`config.mk`:
```
export PLATFORM = sky130hd
export DESIGN_NAME = rta_core
export DESIGN_NICKNAME = d
export VERILOG_FILES = /design/src/common/rta_pkg.sv /design/src/rta_core.sv
export SDC_FILE = /design/constraint.sdc
export NUM_CORES = 1
export LEC_CHECK = 0
export BUFFER_PORTS_ARGS = -buffer_cell sky130_fd_sc_hd__clkbuf_2
export CORE_ASPECT_RATIO = 0.5
export CORE_MARGIN = 1.5
export CORE_UTILIZATION = 35
export CTS_CLUSTER_SIZE = 8
export DETAILED_ROUTE_END_ITERATION = 10
export PLACE_DENSITY = 0.57
export REMOVE_ABC_BUFFERS = 1
export SETUP_SLACK_MARGIN = 0.1
export SLEW_MARGIN = 0
export SYNTH_ARGS = -nofsm -noshare
export SYNTH_HDL_FRONTEND = slang
export SYNTH_SLANG_ARGS = --single-unit
```
`constraint.sdc`:
```
create_clock -name pclk -period 12.2 [get_ports pclk]
set_input_delay 1.22 -clock pclk [delete_from_list [all_inputs] [get_ports pclk]]
set_output_delay 1.22 -clock pclk [all_outputs]
set_load 0.02 [all_outputs]
```
`src/common/rta_pkg.sv`:
```
// shared constants for the thermometer, clock/calendar and alarm core
package rta_pkg;
	// apb address layout: command code and byte index fields of paddr
	localparam int ADDR_W = 16;
	localparam int CMD_LSB = 7;
	localparam int IDX_LSB = 2;
	// command codes
	localparam logic [7:0] CMD_TEMP = 8'haa;
	localparam logic [7:0] CMD_COUNT = 8'ha8;
	localparam logic [7:0] CMD_SLOPE = 8'ha9;
	localparam logic [7:0] CMD_HIGH = 8'ha1;
	localparam logic [7:0] CMD_LOW = 8'ha2;
	localparam logic [7:0] CMD_TIME = 8'hc0;
	localparam logic [7:0] CMD_TALARM = 8'hc7;
	localparam logic [7:0] CMD_SRAM = 8'h17;
	localparam logic [7:0] CMD_CONFIG = 8'h3c;
	localparam logic [7:0] CMD_START = 8'h5a;
	// byte indices inside a command window
	localparam logic [4:0] IDX_SRAM_DATA = 5'h00;
	localparam logic [4:0] IDX_SRAM_PTR = 5'h01;
	localparam logic [4:0] IDX_SRAM_LAST = 5'h1f;
	localparam int TIME_BYTES = 7;
	localparam int TALARM_BYTES = 4;
	// time byte positions
	localparam int T_SEC = 0;
	localparam int T_MIN = 1;
	localparam int T_HOUR = 2;
	localparam int T_DAY = 3;
	localparam int T_DATE = 4;
	localparam int T_MON = 5;
	localparam int T_YEAR = 6;
	localparam int HALT_BIT = 7;
	localparam int MODE12_BIT = 6;
	localparam int PM_BIT = 5;
	// configuration field positions
	localparam int CFG_ONESHOT = 0;
	localparam int CFG_SRC_LSB = 1;
	localparam int CFG_POL = 3;
	localparam int CFG_OSC_EN = 4;
	localparam int CFG_DIV_LSB = 5;
	localparam int CFG_TFLAG = 7;
	localparam int CFG_CFLAG = 8;
	localparam int CFG_BUSY = 9;
	localparam logic [6:0] CFG_RESET = 7'h10;
	// alarm source selections
	localparam logic [1:0] SRC_NONE = 2'h0;
	localparam logic [1:0] SRC_THERM = 2'h1;
	localparam logic [1:0] SRC_TIME = 2'h2;
	localparam logic [1:0] SRC_EITHER = 2'h3;
	// temperature format and limits in half degrees
	localparam int TEMP_PAD = 7;
	localparam logic signed [8:0] TEMP_MIN = -9'sd110;
	localparam logic signed [8:0] TEMP_MAX = 9'sd250;
	localparam logic [8:0] HIGH_RESET = 9'h050;
	localparam logic [8:0] LOW_RESET = 9'h03c;
	// crystal divide to one hertz
	localparam int XTAL_HZ = 32768;
	localparam logic [14:0] PRESCALE_LAST = 15'(XTAL_HZ - 1);
	// clock and conversion timing
	localparam int CLK_NS = 8;
	localparam int CONV_NS = 8000;
	localparam int CONV_CYCLES = (CONV_NS + CLK_NS - 1) / CLK_NS;
	// reset values of clock and alarm bytes (12 am sunday, 12-hour mode)
	localparam logic [7:0] HOUR_RESET = 8'h52;
	localparam logic [7:0] ONE_BCD = 8'h01;
	// conversion states
	typedef enum logic [1:0] {
		RTA_IDLE = 2'b01,
		RTA_CONV = 2'b10
	} rta_conv_e;
endpackage

```
`src/rta_core.sv`:
```
// thermometer, bcd clock/calendar, alarms, clock divider and scratch sram behind apb
// Functional notes
// - convert continuously from reset without commands
// - temperature read returns last result, undisturbed
// - configuration picks continuous or one-shot conversion
// - read-temperature code returns last completed result
// - nine-bit two's complement, half degree, msb first
// - results clamped to minus 55 .. plus 125
// - counter code returns eight-bit residual count
// - slope code returns eight-bit counts per degree
// - bcd seconds through year from crystal timebase
// - short months and leap years through 2100
// - 12 or 24 hour, 12 at reset, am/pm
// - halt bit stops timekeeping oscillator
// - crystal divided, driven on divided clock output
// - configuration enables output and picks divider
// - alarm source none/thermal/time/either, none at reset
// - thermal alarm sets when temperature >= high limit
// - thermal alarm holds until <= low limit
// - time alarm sets at programmed second, minute, hour and day of week
// - time or alarm register access clears time alarm
// - configuration sets alarm pin active polarity
// - 32 scratch bytes with no side effects
// - msb first, one unique code per register
// - time at c0h, halt change after transfer ends
// - high/low limits at a1h/a2h, temperature format
// - sram at 17h, pointer wraps 1fh to 00h
// - either source: pin is or of both flags
//
// Local design decisions: the register offsets and register access over APB.
`timescale 1ns/1ps
module rta_core import rta_pkg::*; (
	// apb slave
	input wire logic pclk,
	input wire logic presetn,
	input wire logic psel,
	input wire logic penable,
	input wire logic pwrite,
	input wire logic [ADDR_W-1:0] paddr,
	input wire logic [31:0] pwdata,
	output logic [31:0] prdata,
	output logic pready,
	output logic pslverr,
	// converter front end, same clock, sampled at end of conversion
	input wire logic [8:0] sensor_temp,
	input wire logic [7:0] sensor_remain,
	input wire logic [7:0] sensor_slope,
	output logic conv_busy,
	// crystal pins
	input wire logic crystal_input,
	output logic crystal_feedback,
	// open-drain alarm pin
	output logic alarm_output_pin,
	output logic alarm_output_pin_oe,
	// open-drain divided clock pin
	output logic divided_clock_output,
	output logic divided_clock_output_oe
);
	// bcd increment with wrap: {carry, next}
	function automatic logic [8:0] bcd_inc(input logic [7:0] v, input logic [7:0] maxv,
		input logic [7:0] minv);
		if (v >= maxv) begin
			return {1'b1, minv};
		end else if (v[3:0] == 4'h9) begin
			return {1'b0, v[7:4] + 4'h1, 4'h0};
		end else begin
			return {1'b0, v + 8'h01};
		end
	endfunction

	// hour increment in either mode: {carry to day, next}
	function automatic logic [8:0] hour_inc(input logic [7:0] h);
		logic [8:0] r;
		r = {1'b0, h};
		if (h[MODE12_BIT]) begin
			// 12-hour: 12 -> 01, 11 -> 12 toggles pm, day carries at midnight
			if (h[4:0] == 5'h12) begin
				r = {1'b0, h[7:5], 5'h01};
			end else if (h[4:0] == 5'h11) begin
				r = {h[PM_BIT], h[7:6], ~h[PM_BIT], 5'h12};
			end else begin
				r = {1'b0, h[7:5], 5'(bcd_inc({3'h0, h[4:0]}, 8'h12, 8'h01))};
			end
		end else begin
			// 24-hour
			r = {1'b0, h[7:6], 6'h00};
			if (h[5:0] != 6'h23) begin
				r = {1'b0, h[7:6], 6'(bcd_inc({2'h0, h[5:0]}, 8'h23, 8'h00))};
			end else begin
				r[8] = 1'b1;
			end
		end
		return r;
	endfunction

	// last date of a month in bcd; year 00 counts as leap, valid to 2100
	function automatic logic [7:0] month_end(input logic [7:0] mo, input logic [7:0] yr);
		logic leap;
		leap = yr[4] ? (yr[3:0] == 4'h2 || yr[3:0] == 4'h6)
			: (yr[3:0] == 4'h0 || yr[3:0] == 4'h4 || yr[3:0] == 4'h8);
		case (mo)
			8'h02: return leap ? 8'h29 : 8'h28;
			8'h04, 8'h06, 8'h09, 8'h11: return 8'h30;
			default: return 8'h31;
		endcase
	endfunction

	// writable bits of each time or alarm byte
	function automatic logic [7:0] byte_mask(input int i);
		case (i)
			T_DAY: return 8'h07;
			T_DATE: return 8'h3f;
			T_MON: return 8'h1f;
			T_YEAR: return 8'hff;
			default: return 8'h7f;
		endcase
	endfunction

	// clamp a sensor reading into the reportable span
	function automatic logic [8:0] clamp_temp(input logic [8:0] t);
		if ($signed(t) < TEMP_MIN) begin
			return TEMP_MIN;
		end else if ($signed(t) > TEMP_MAX) begin
			return TEMP_MAX;
		end else begin
			return t;
		end
	endfunction

	// decoded address fields
	logic [7:0] cmd; // command code field
	logic [4:0] idx; // byte index field
	logic setup; // setup phase of a transfer
	logic done; // access phase completing
	logic known; // code and index are mapped
	logic wr; // completing write
	logic start_cmd; // one-shot start request
	assign cmd = paddr[CMD_LSB +: 8];
	assign idx = paddr[IDX_LSB +: 5];
	assign setup = psel & ~penable;
	assign done = psel & penable & pready;
	assign wr = done & pwrite & known;
	assign start_cmd = wr & (cmd == CMD_START);

	// state registers
	logic [6:0] cfg_q; // writable configuration bits
	logic [8:0] temp_q; // last completed temperature
	logic [7:0] remain_q; // residual slope count
	logic [7:0] slope_q; // counts per degree
	logic [8:0] high_q; // high trip limit
	logic [8:0] low_q; // low release limit
	logic therm_q; // thermal alarm flag
	logic tmatch_q; // time match flag
	logic [7:0] tm_q [TIME_BYTES]; // time bytes
	logic [7:0] al_q [TALARM_BYTES]; // alarm bytes
	logic halt_pend_q; // halt bit as written
	logic halt_q; // halt bit in force
	logic [7:0] sram [32]; // scratch bytes, no reset value
	logic [4:0] ptr_q; // scratch pointer
	logic [31:0] prdata_q; // read data caught in setup
	rta_conv_e state_q; // conversion state
	logic [$clog2(CONV_CYCLES+1)-1:0] conv_cnt_q; // conversion timer
	logic conv_done; // conversion finishing this cycle
	logic [2:0] xtal_q; // crystal synchroniser and edge stage
	logic xtal_rise; // crystal rising edge
	logic [14:0] pre_q; // crystal prescaler
	logic sec_tick; // one-hertz tick
	logic [7:0] tm_n [TIME_BYTES]; // time after one second
	logic alarm_on; // selected alarm condition
	logic osc_q; // divided clock level
	logic tacc; // completing time or alarm access
	logic tset; // time alarm match on this tick

	// address map, answered in access phase
	always_comb begin
		known = 1'b0;
		case (cmd)
			CMD_TEMP, CMD_COUNT, CMD_SLOPE, CMD_HIGH, CMD_LOW,
			CMD_CONFIG, CMD_START: known = (idx == 5'h00);
			CMD_TIME: known = (int'(idx) < TIME_BYTES);
			CMD_TALARM: known = (int'(idx) < TALARM_BYTES);
			CMD_SRAM: known = (idx <= IDX_SRAM_PTR);
			default: known = 1'b0;
		endcase
	end
	assign pready = 1'b1;
	assign pslverr = psel & penable & ~known;
	assign prdata = prdata_q;

	// read data mux, caught at setup so it comes from a flip-flop
	always_ff @(posedge pclk or negedge presetn) begin
		if (!presetn) begin
			prdata_q <= 32'h0;
		end else if (setup) begin
			prdata_q <= 32'h0;
			case (cmd)
				CMD_TEMP: prdata_q <= {16'h0, temp_q, 7'h0};
				CMD_COUNT: prdata_q <= {24'h0, remain_q};
				CMD_SLOPE: prdata_q <= {24'h0, slope_q};
				CMD_HIGH: prdata_q <= {16'h0, high_q, 7'h0};
				CMD_LOW: prdata_q <= {16'h0, low_q, 7'h0};
				CMD_CONFIG: prdata_q <= {22'h0, state_q == RTA_CONV, tmatch_q, therm_q, cfg_q};
				CMD_TIME: begin
					// seconds byte carries the halt bit on top
					if (idx == 5'h00) begin
						prdata_q <= {24'h0, halt_pend_q, tm_q[T_SEC][6:0]};
					end else if (int'(idx) < TIME_BYTES) begin
						prdata_q <= {24'h0, tm_q[3'(idx)]};
					end
				end
				CMD_TALARM: begin
					if (int'(idx) < TALARM_BYTES) begin
						prdata_q <= {24'h0, al_q[2'(idx)]};
					end
				end
				CMD_SRAM: begin
					if (idx == IDX_SRAM_DATA) begin
						prdata_q <= {24'h0, sram[ptr_q]};
					end else if (idx == IDX_SRAM_PTR) begin
						prdata_q <= {27'h0, ptr_q};
					end
				end
				default: prdata_q <= 32'h0;
			endcase
		end
	end

	// configuration and limit registers
	always_ff @(posedge pclk or negedge presetn) begin
		if (!presetn) begin
			cfg_q <= CFG_RESET;
			high_q <= HIGH_RESET;
			low_q <= LOW_RESET;
		end else if (wr) begin
			case (cmd)
				CMD_CONFIG: cfg_q <= pwdata[6:0];
				CMD_HIGH: high_q <= pwdata[TEMP_PAD +: 9];
				CMD_LOW: low_q <= pwdata[TEMP_PAD +: 9];
				default: cfg_q <= cfg_q;
			endcase
		end
	end

	// conversion sequencer: continuous from reset, or one per start in one-shot
	assign conv_done = (state_q == RTA_CONV) && (conv_cnt_q == 0);
	assign conv_busy = (state_q == RTA_CONV);
	always_ff @(posedge pclk or negedge presetn) begin
		if (!presetn) begin
			state_q <= RTA_CONV;
			conv_cnt_q <= ($clog2(CONV_CYCLES+1))'(CONV_CYCLES - 1);
		end else begin
			case (state_q)
				RTA_IDLE: begin
					// standby until continuous mode or a start request
					if (!cfg_q[CFG_ONESHOT] || start_cmd) begin
						state_q <= RTA_CONV;
						conv_cnt_q <= ($clog2(CONV_CYCLES+1))'(CONV_CYCLES - 1);
					end
				end
				RTA_CONV: begin
					if (conv_cnt_q != 0) begin
						conv_cnt_q <= conv_cnt_q - 1'b1;
					end else if (cfg_q[CFG_ONESHOT]) begin
						state_q <= RTA_IDLE;
					end else begin
						// back to back conversions
						conv_cnt_q <= ($clog2(CONV_CYCLES+1))'(CONV_CYCLES - 1);
					end
				end
				default: state_q <= RTA_IDLE;
			endcase
		end
	end

	// results change only when a conversion completes
	always_ff @(posedge pclk or negedge presetn) begin
		if (!presetn) begin
			temp_q <= 9'h0;
			remain_q <= 8'h0;
			slope_q <= 8'h0;
		end else if (conv_done) begin
			temp_q <= clamp_temp(sensor_temp);
			remain_q <= sensor_remain;
			slope_q <= sensor_slope;
		end
	end

	// thermal flag with hysteresis, updated after each conversion
	always_ff @(posedge pclk or negedge presetn) begin
		if (!presetn) begin
			therm_q <= 1'b0;
		end else if (conv_done) begin
			if ($signed(clamp_temp(sensor_temp)) >= $signed(high_q)) begin
				therm_q <= 1'b1;
			end else if ($signed(clamp_temp(sensor_temp)) <= $signed(low_q)) begin
				therm_q <= 1'b0;
			end
		end
	end

	// crystal synchroniser; only the second and third stages feed logic
	always_ff @(posedge pclk or negedge presetn) begin
		if (!presetn) begin
			xtal_q <= 3'h0;
		end else begin
			xtal_q <= {xtal_q[1:0], crystal_input};
		end
	end
	assign xtal_rise = xtal_q[1] & ~xtal_q[2];

	// prescaler stops while halted; its top gives the one-hertz tick
	assign sec_tick = xtal_rise & ~halt_q & (pre_q == PRESCALE_LAST);
	always_ff @(posedge pclk or negedge presetn) begin
		if (!presetn) begin
			pre_q <= 15'h0;
		end else if (xtal_rise && !halt_q) begin
			pre_q <= (pre_q == PRESCALE_LAST) ? 15'h0 : pre_q + 15'h1;
		end
	end

	// halt change takes effect once the transfer has ended
	always_ff @(posedge pclk or negedge presetn) begin
		if (!presetn) begin
			halt_pend_q <= 1'b0;
			halt_q <= 1'b0;
		end else begin
			halt_q <= halt_pend_q;
			if (wr && cmd == CMD_TIME && idx == 5'h00) begin
				halt_pend_q <= pwdata[HALT_BIT];
			end
		end
	end

	// calendar ripple for one second
	always_comb begin
		logic [8:0] s;
		logic [8:0] m;
		logic [8:0] h;
		logic [8:0] d;
		logic [8:0] mo;
		logic [8:0] y;
		logic [8:0] dw;
		s = bcd_inc(tm_q[T_SEC], 8'h59, 8'h00);
		m = bcd_inc(tm_q[T_MIN], 8'h59, 8'h00);
		h = hour_inc(tm_q[T_HOUR]);
		d = bcd_inc(tm_q[T_DATE], month_end(tm_q[T_MON], tm_q[T_YEAR]), ONE_BCD);
		mo = bcd_inc(tm_q[T_MON], 8'h12, ONE_BCD);
		y = bcd_inc(tm_q[T_YEAR], 8'h99, 8'h00);
		dw = bcd_inc(tm_q[T_DAY], 8'h07, ONE_BCD); // day of week wraps 7 -> 1
		tm_n = tm_q;
		tm_n[T_SEC] = s[7:0];
		if (s[8]) begin
			tm_n[T_MIN] = m[7:0];
			if (m[8]) begin
				tm_n[T_HOUR] = h[7:0];
				if (h[8]) begin
					tm_n[T_DAY] = dw[7:0];
					tm_n[T_DATE] = d[7:0];
					if (d[8]) begin
						tm_n[T_MON] = mo[7:0];
						if (mo[8]) begin
							tm_n[T_YEAR] = y[7:0];
						end
					end
				end
			end
		end
	end

	// time and alarm byte storage, one per generated slot
	generate
		for (genvar i = 0; i < TIME_BYTES; i++) begin : g_time
			always_ff @(posedge pclk or negedge presetn) begin
				if (!presetn) begin
					tm_q[i] <= (i == T_HOUR) ? HOUR_RESET
						: (i == T_DAY || i == T_DATE || i == T_MON) ? ONE_BCD : 8'h00;
				end else if (wr && cmd == CMD_TIME && int'(idx) == i) begin
					tm_q[i] <= pwdata[7:0] & byte_mask(i);
				end else if (sec_tick) begin
					tm_q[i] <= tm_n[i];
				end
			end
		end
		for (genvar j = 0; j < TALARM_BYTES; j++) begin : g_alarm
			always_ff @(posedge pclk or negedge presetn) begin
				if (!presetn) begin
					al_q[j] <= (j == T_HOUR) ? HOUR_RESET : (j == T_DAY) ? ONE_BCD : 8'h00;
				end else if (wr && cmd == CMD_TALARM && int'(idx) == j) begin
					al_q[j] <= pwdata[7:0] & byte_mask(j);
				end
			end
		end
	endgenerate

	// time match flag: a match on a tick beats an access clear
	assign tacc = done & known & (cmd == CMD_TIME || cmd == CMD_TALARM);
	assign tset = sec_tick && tm_n[T_SEC] == al_q[T_SEC] && tm_n[T_MIN] == al_q[T_MIN]
		&& tm_n[T_HOUR] == al_q[T_HOUR] && tm_n[T_DAY] == al_q[T_DAY];
	always_ff @(posedge pclk or negedge presetn) begin
		if (!presetn) begin
			tmatch_q <= 1'b0;
		end else if (tset) begin
			tmatch_q <= 1'b1;
		end else if (tacc) begin
			tmatch_q <= 1'b0;
		end
	end

	// scratch bytes and wrapping pointer
	always_ff @(posedge pclk) begin
		if (wr && cmd == CMD_SRAM && idx == IDX_SRAM_DATA) begin
			sram[ptr_q] <= pwdata[7:0];
		end
	end
	always_ff @(posedge pclk or negedge presetn) begin
		if (!presetn) begin
			ptr_q <= 5'h0;
		end else if (wr && cmd == CMD_SRAM && idx == IDX_SRAM_PTR) begin
			ptr_q <= pwdata[4:0];
		end else if (done && known && cmd == CMD_SRAM && idx == IDX_SRAM_DATA) begin
			ptr_q <= ptr_q + 5'h1;
		end
	end

	// alarm source select and pin polarity; open drain pulls when low is wanted
	always_comb begin
		case (cfg_q[CFG_SRC_LSB +: 2])
			SRC_THERM: alarm_on = therm_q;
			SRC_TIME: alarm_on = tmatch_q;
			SRC_EITHER: alarm_on = therm_q | tmatch_q;
			default: alarm_on = 1'b0;
		endcase
	end
	always_ff @(posedge pclk or negedge presetn) begin
		if (!presetn) begin
			alarm_output_pin_oe <= 1'b0;
		end else begin
			alarm_output_pin_oe <= ~(alarm_on ^ ~cfg_q[CFG_POL]);
		end
	end
	assign alarm_output_pin = 1'b0;

	// divided crystal clock: prescaler tap picks /2, /4, /8 or /16
	always_ff @(posedge pclk or negedge presetn) begin
		if (!presetn) begin
			osc_q <= 1'b0;
			crystal_feedback <= 1'b0;
		end else begin
			osc_q <= cfg_q[CFG_OSC_EN] & ~pre_q[cfg_q[CFG_DIV_LSB +: 2]];
			crystal_feedback <= ~xtal_q[1] & ~halt_q;
		end
	end
	assign divided_clock_output = 1'b0;
	assign divided_clock_output_oe = osc_q;

	// checks
	property p_tmatch_clear;
		@(posedge pclk) disable iff (!presetn) (tacc && !tset) |=> !tmatch_q;
	endproperty
	a_tmatch_clear: assert property (p_tmatch_clear) else $error("time flag not cleared");
	property p_alarm_none;
		@(posedge pclk) disable iff (!presetn)
		(cfg_q[CFG_SRC_LSB +: 2] == SRC_NONE) |=> (alarm_output_pin_oe == $past(cfg_q[CFG_POL]));
	endproperty
	a_alarm_none: assert property (p_alarm_none) else $error("alarm pin active with no source");
	property p_therm_set;
		@(posedge pclk) disable iff (!presetn)
		(conv_done && $signed(clamp_temp(sensor_temp)) >= $signed(high_q)) |=> therm_q;
	endproperty
	a_therm_set: assert property (p_therm_set) else $error("thermal flag missed");
	property p_therm_hold;
		@(posedge pclk) disable iff (!presetn) (therm_q && !conv_done) |=> therm_q;
	endproperty
	a_therm_hold: assert property (p_therm_hold) else $error("thermal flag dropped");
	property p_temp_stable;
		@(posedge pclk) disable iff (!presetn) !conv_done |=> $stable(temp_q);
	endproperty
	a_temp_stable: assert property (p_temp_stable) else $error("result changed early");
	property p_oneshot;
		@(posedge pclk) disable iff (!presetn)
		(conv_done && cfg_q[CFG_ONESHOT]) |=> (state_q == RTA_IDLE);
	endproperty
	a_oneshot: assert property (p_oneshot) else $error("one-shot did not stand by");
	property p_clamp;
		@(posedge pclk) disable iff (!presetn)
		$signed(temp_q) >= TEMP_MIN && $signed(temp_q) <= TEMP_MAX;
	endproperty
	a_clamp: assert property (p_clamp) else $error("temperature out of span");
	property p_sram_wrap;
		@(posedge pclk) disable iff (!presetn)
		(done && cmd == CMD_SRAM && idx == IDX_SRAM_DATA && ptr_q == IDX_SRAM_LAST) |=> ptr_q == 5'h0;
	endproperty
	a_sram_wrap: assert property (p_sram_wrap) else $error("pointer did not wrap");
	property p_halt_tick;
		@(posedge pclk) disable iff (!presetn) halt_q |=> $stable(pre_q);
	endproperty
	a_halt_tick: assert property (p_halt_tick) else $error("clock ran while halted");
	property p_bad_cmd;
		@(posedge pclk) disable iff (!presetn)
		(done && !known) |=> $stable(cfg_q) && $stable(high_q) && $stable(low_q)
			&& !$fell(tmatch_q);
	endproperty
	a_bad_cmd: assert property (p_bad_cmd) else $error("unknown code changed state");
	property p_conv_run;
		@(posedge pclk) disable iff (!presetn)
		(state_q == RTA_IDLE && !cfg_q[CFG_ONESHOT]) |=> (state_q == RTA_CONV);
	endproperty
	a_conv_run: assert property (p_conv_run) else $error("continuous mode idle");
	c_conv: cover property (@(posedge pclk) disable iff (!presetn) conv_done);
	c_tmatch: cover property (@(posedge pclk) disable iff (!presetn) tset);
	c_therm: cover property (@(posedge pclk) disable iff (!presetn) $rose(therm_q));
	c_wrap: cover property (@(posedge pclk) disable iff (!presetn) $fell(ptr_q[4]));
endmodule

```
* Word level (Yosys, flattened, before mapping)
Memory sizes are Yosys's and may differ from the RTL's.
Cells that the tools add are included.
** Cells by class
- $add $sub $neg :: 19
- $lt $le $gt $ge :: 18
- Equality and inequality tests :: 50
- Muxes and demuxes :: 81
- Bitwise logic cells :: 26
- Reduce and logical (&&, ||, !) cells :: 72
** Operators by type and width (count)
- $pmux W32 S9 :: 1
- $mux W8 :: 30
- $mux W9 :: 12
- $mux W32 :: 2
- $eq A8 B8 Y1 const B :: 7
- $add A8 B1 Y8 const B :: 6
- $mux W48 :: 1
- $reduce_bool A2 Y1 :: 23
- $mux W40 :: 1
- $eq A4 B4 Y1 const B :: 8
- $mux W10 :: 3
- $logic_and A1 B1 Y1 :: 26
- $mux W5 :: 5
- $add A4 B1 Y4 const B :: 6
- $bmux W8 S3 :: 1
- $eq A8 B7 Y1 :: 3
- $pmux W10 S2 :: 1
- $mux W6 :: 3
- $bmux W8 S2 :: 1
- $eq A8 B3 Y1 const B :: 2
- $eq A8 B5 Y1 const B :: 2
- $ge A8 B7 Y1 const B :: 2
- $mux W16 :: 1
- $add A15 B1 Y15 const B :: 1
- other kinds (66) :: 118
** Storage, ports and cells
- Register bits :: 204
- Bits in writable memories :: 256
- Bits of input ports :: 79
- Output and inout port bits :: 40
- Logic and storage cells :: 297
- Memories :: 1
** Memory list
- sram :: depth 32, bits a word 8, read ports 1, clocked after Yosys merged registers in 0, write ports 1, line rta_core.sv:158 : logic [7:0] sram [32];

* Depth between registers and ports, before layout
- Depth in word-level cells :: 17
- Depth in mapped cells :: 16
- Depth with buffers taken out :: 15

* Worst setup path before layout
Ideal clock, no wire load.
- Path kind :: input to output
- From :: input port paddr[8]
- To :: output port pslverr
- Data arrival time :: 2.845 ns
- Data required time :: 10.980 ns
- Slack :: 8.135 ns
- Stages :: 7
- Buffers on the path :: 2
- Cell sequence :: clkbuf_1 > or2_2 > nor4_1 > and2_1 > clkbuf_2 > or2_2 > nor3b_1
** Between the ends
- Longest elaborated chain between the ends :: 5
- Elaborated cells on any way between the ends :: 14
- Classes of those cells :: 10 x eq/ne; 1 x mux; 2 x bitwise; 1 x reduce/logical
** Ends and longest elaborated chain
- from (decl) :: line rta_core.sv:39 : input wire logic [ADDR_W-1:0] paddr,
- $eq A8 B7 Y1 (tied with other cells) :: line rta_core.sv:177 : case (cmd)
- $reduce_or A7 Y1 :: line rta_core.sv:177
- $pmux W1 S4 * :: line rta_core.sv:177
- $not A1 Y1 * :: line rta_core.sv:187 : assign pslverr = psel & penable & ~known;
- $and A1 B1 Y1 * :: line rta_core.sv:187
- to (decl) :: line rta_core.sv:43 : output logic pslverr,
Every way passes the cells marked *; elsewhere a longest branch is shown, timed or not.

* Final worst setup path
- From :: input port paddr[9]
- To :: memory sram[10][6], enable pin
** Between the ends
- Longest elaborated chain between the ends :: 8
- Elaborated cells on any way between the ends :: 17
- Classes of those cells :: 10 x eq/ne; 3 x mux; 1 x bitwise; 3 x reduce/logical
** Ends and longest elaborated chain
- $eq A8 B7 Y1 (tied with other cells) :: line rta_core.sv:177
- $reduce_or A7 Y1 :: line rta_core.sv:177
- $pmux W1 S4 :: line rta_core.sv:177
- $and A1 B1 Y1 :: line rta_core.sv:142 : assign wr = done & pwrite & known;
- $logic_and A1 B1 Y1 * (2 in series) :: line rta_core.sv:411 : if (wr && cmd == CMD_SRAM && idx == IDX_SRAM_DATA) begin
- $mux W1 * :: line rta_core.sv:411
- $mux W1 (implied by the code) * :: line rta_core.sv:412 : sram[ptr_q] <= pwdata[7:0];
- to (decl) :: line rta_core.sv:158
Marked as above.

==> impl_metrics.ini <==
[drt]
drc = 0
drt_first_pass_iters = 8
vias = 15326
viasPerCell = 5.50
wire_per_inst_um = 21.3
drt_iter0_markers = 1434
drt-total-wl_mm = 59.5
ant_nets = 0

[yosys]
yosysWarningCount = 0
async_reset_ff_share_pct = 42.2
syn_area_um2 = 22200
synth-main-ff-cell = edfxtp_1
ys_seq_elements = 443
avgSynthCellArea_um2 = 12.1
yosysSeqAreaShare_pct = 55.8
synth_edf_count = 256
netlist_instances = 1834
yosysUniqueCellTypes = 87

[grt]
overflow = 0
track_usage_pct = 18.1
grt_pass1_wl_mm = 90.7
grt_max_degree = 78
first_global_vias = 14911
antenna_found_initial = 2

[sta]
fmax_mhz = 213
worst_pin_slew_ps = 1160
period_needed_ps = 4700
slew_violations = 0
rsz0062_at_grt = false
final_hold_viol_count = 0
finalCritPeriodShare_pct = 38.5
fin_tns_setup_ps = 0
fin_skew_ps = 23.8
finalSetupViolCount = 0
layout_setup_ws_ps = 7500
max-slew-margin-rel_pct = 21.8

[finish]
final_util_pct = 40.1
stdcell_count = 2788
drive_above_1_share_pct = 19.0
nNetsFinal = 2024
area_delta_synth_final_pct = 13.4

[clocking]
cts.repair.resized = 0
clk_latency_ps = 620
cts_tree = done
cts_hold_buf = 0
clock-root-buffer = clkbuf_16
cts.clk_slew.worst_paths_ps = 50
post_cts_buffers = 0
clock_sinks = 443
cts_max_level = 2
cts_max_path_buffers = 3
cts_buffers = 61

[critical_path]
crit_top_cell = and2_1
critPathLaunchType = input port
worstPathArrival_ps = 4920
endpoint_kind = flip-flop
max_stage_delay_ps = 860
worst-path-max-fanout = 8
crit_path_cell_trace = clkbuf_2 > or3b_4 > nor4_1 > and2_1 > or2_2 > o21a_1 > and2_1 > nand3_1 > nor2_1
slowest_stage = nor2_1
critPathKind = in -> reg
worstPathRequired_ps = 12430

[floorplan]
initial_core_util_pct = 35.3
ioPinCount = 119
die_w_um = 359
dieArea_um2 = 65100
die_y_um = 181
rows = 65
core-area_um2 = 62900

[min_path]
hold_path_class = reg -> reg

[power]
leakagePower_nw = 9.46
vdd.ir_drop.worst_uv = 105
totalPowerFinal_mw = 3.41
p_per_area_nw_per_um2 = 135

[placement]
place_inst = 2670
place.port_buffers = 80
place_worst_setup_slack_ps = 7010
gp_congestion = 0.890
dpl.hpwl_mm = 38.9

[status]
status = complete, no violations

[flow_run]
max-cap-violations = 0
==> layout by cell type (no fill, tap or decap), types with 17 or more instances in the layout <==
cell type,Yosys,routed
a21oi_1,94,94
a222oi_1,17,17
a22oi_1,24,24
and2_1,20,20
and3_1,20,20
buf_4,19,23
clkbuf_1,82,49
clkbuf_16,0,62
clkbuf_2,1,79
conb_1,2,19
dfrtp_1,161,159
dfstp_2,26,26
edfxtp_1,256,256
ha_1,49,49
inv_1,59,59
mux2_2,73,73
mux2i_1,26,26
mux4_2,73,73
nand2_1,164,164
nand2b_1,20,20
nand3_1,43,43
nand4_1,19,19
nor2_1,137,137
nor2b_1,18,18
nor3_1,32,32
o21ai_0,112,112
xnor2_1,23,23
xor2_1,18,18
==> final timing paths <==
| kind | from | end | slack, ps | depth (start not counted) |
|---|---|---|---|---|
| worst min register to register | xtal_q[0]$_DFF_PN0_ | xtal_q[1]$_DFF_PN0_ | 370 | 0 |
| max in group asynchronous | presetn | cfg_q[5]$_DFFE_PN0P_ | 9600 | 3 |
| min in group asynchronous | presetn | prdata[11]$_DFFE_PN0P_ | 600 | 1 |
| worst min-delay path | xtal_q[0]$_DFF_PN0_ | xtal_q[1]$_DFF_PN0_ | 370 | 0 |
| worst max register to register | tm_q[13]$_DFFE_PN0P_ | tm_q[12]$_DFFE_PN0P_ | 7910 | 15 |
| worst max-delay path | paddr[9] | sram[10][6]$_DFFE_PP_ | 7500 | 9 |
==> layout make-up <==
| cell class | instances | area [µm²] |
|---|---|---|
| tap | 837 | 1050 |
| antenna | 3 | 7.51 |
| clock inverter | 2 | 60.1 |
| multi-input combinational | 1228 | 9100 |
| timing repair buffer | 103 | 582 |
| sequential | 443 | 12400 |
| clock buffer | 113 | 1760 |
| inverter | 59 | 221 |
| fill | 5958 | 37700 |
==> report_power, final <==
part           switching, mW  internal, mW  leakage [nW]
clock network          0.650         0.962         0.859
logic                  0.118        0.0527          4.08
registers             0.0167          1.61          4.52
==> state kept, by name, indices dropped and copies added, names as in the netlist, 2 cells and up <==
signal,flops
remain_q,8
slope_q,8
pre_q,15
prdata,16
cfg_q,7
xtal_q,3
al_q,24
tm_q,55
state_q,2
high_q,9
sram,256
conv_cnt_q,10
temp_q,9
low_q,9
ptr_q,5
==> stage by stage <==
| stage | area (µm²) | hold slack [ps] |
|---|---|---|
| after floorplan | 21700 | 331 |
| after global placement | 23400 | 333 |
| after detailed placement | 23400 | 364 |
| after CTS | 25200 | 373 |
| after global routing | 25200 | 373 |
| final | 25200 | 365 |
==> worst max-delay path: cells and delay by family <==
family | cells | cell delay [ps]
AOI/OAI and AO/OA | 1 | 210
buffers and inverters | 1 | 120
and+or+nand+nor | 7 | 3360
==> synthesized netlist by cell type, drive strengths merged, types with 19 or more instances <==
cell,number,area share (%)
o21ai,114,2.6
and3,20,0.56
mux2,75,3.8
mux4,73,7.4
nand2,164,2.8
ha,49,2.8
and2,20,0.56
a22oi,24,0.81
nand3,43,0.97
nand2b,20,0.56
mux2i,26,1.2
dfstp,26,3.1
buf,38,1.1
inv,59,1.0
edfxtp,256,35
nor3,33,0.77
nor2,137,2.3
clkbuf,83,1.4
a21oi,94,2.1
nand4,19,0.54
dfrtp,161,18
xnor2,23,0.91
==> routing by layer <==
metal	up-vias	GRT usage (%)	share of wire (%)
li1	7042	-	-
met1	7628	24.5	44
met2	530	28.9	47
met3	126	3.21	6.1
met4	0	6.83	3.3
met5	-	0	0
==> kinds of logic (layout without fill, tap and decap cells) <==
kind of cell             Yosys count  after routing  synth area share [%]
other                              2             22                0.0338
AO/OA/AOI/OAI                    395            395                  11.7
XOR/XNOR                          41             41                  1.62
adder cells (fa/ha/maj)           50             50                  2.81
AND/OR/NAND/NOR                  549            549                  12.1
buffers and inverters            180            277                  3.51
flip-flops                       443            443                  55.8
multiplexers                     174            174                  12.4
No activity file was read; power rests on OpenSTA's default activity.
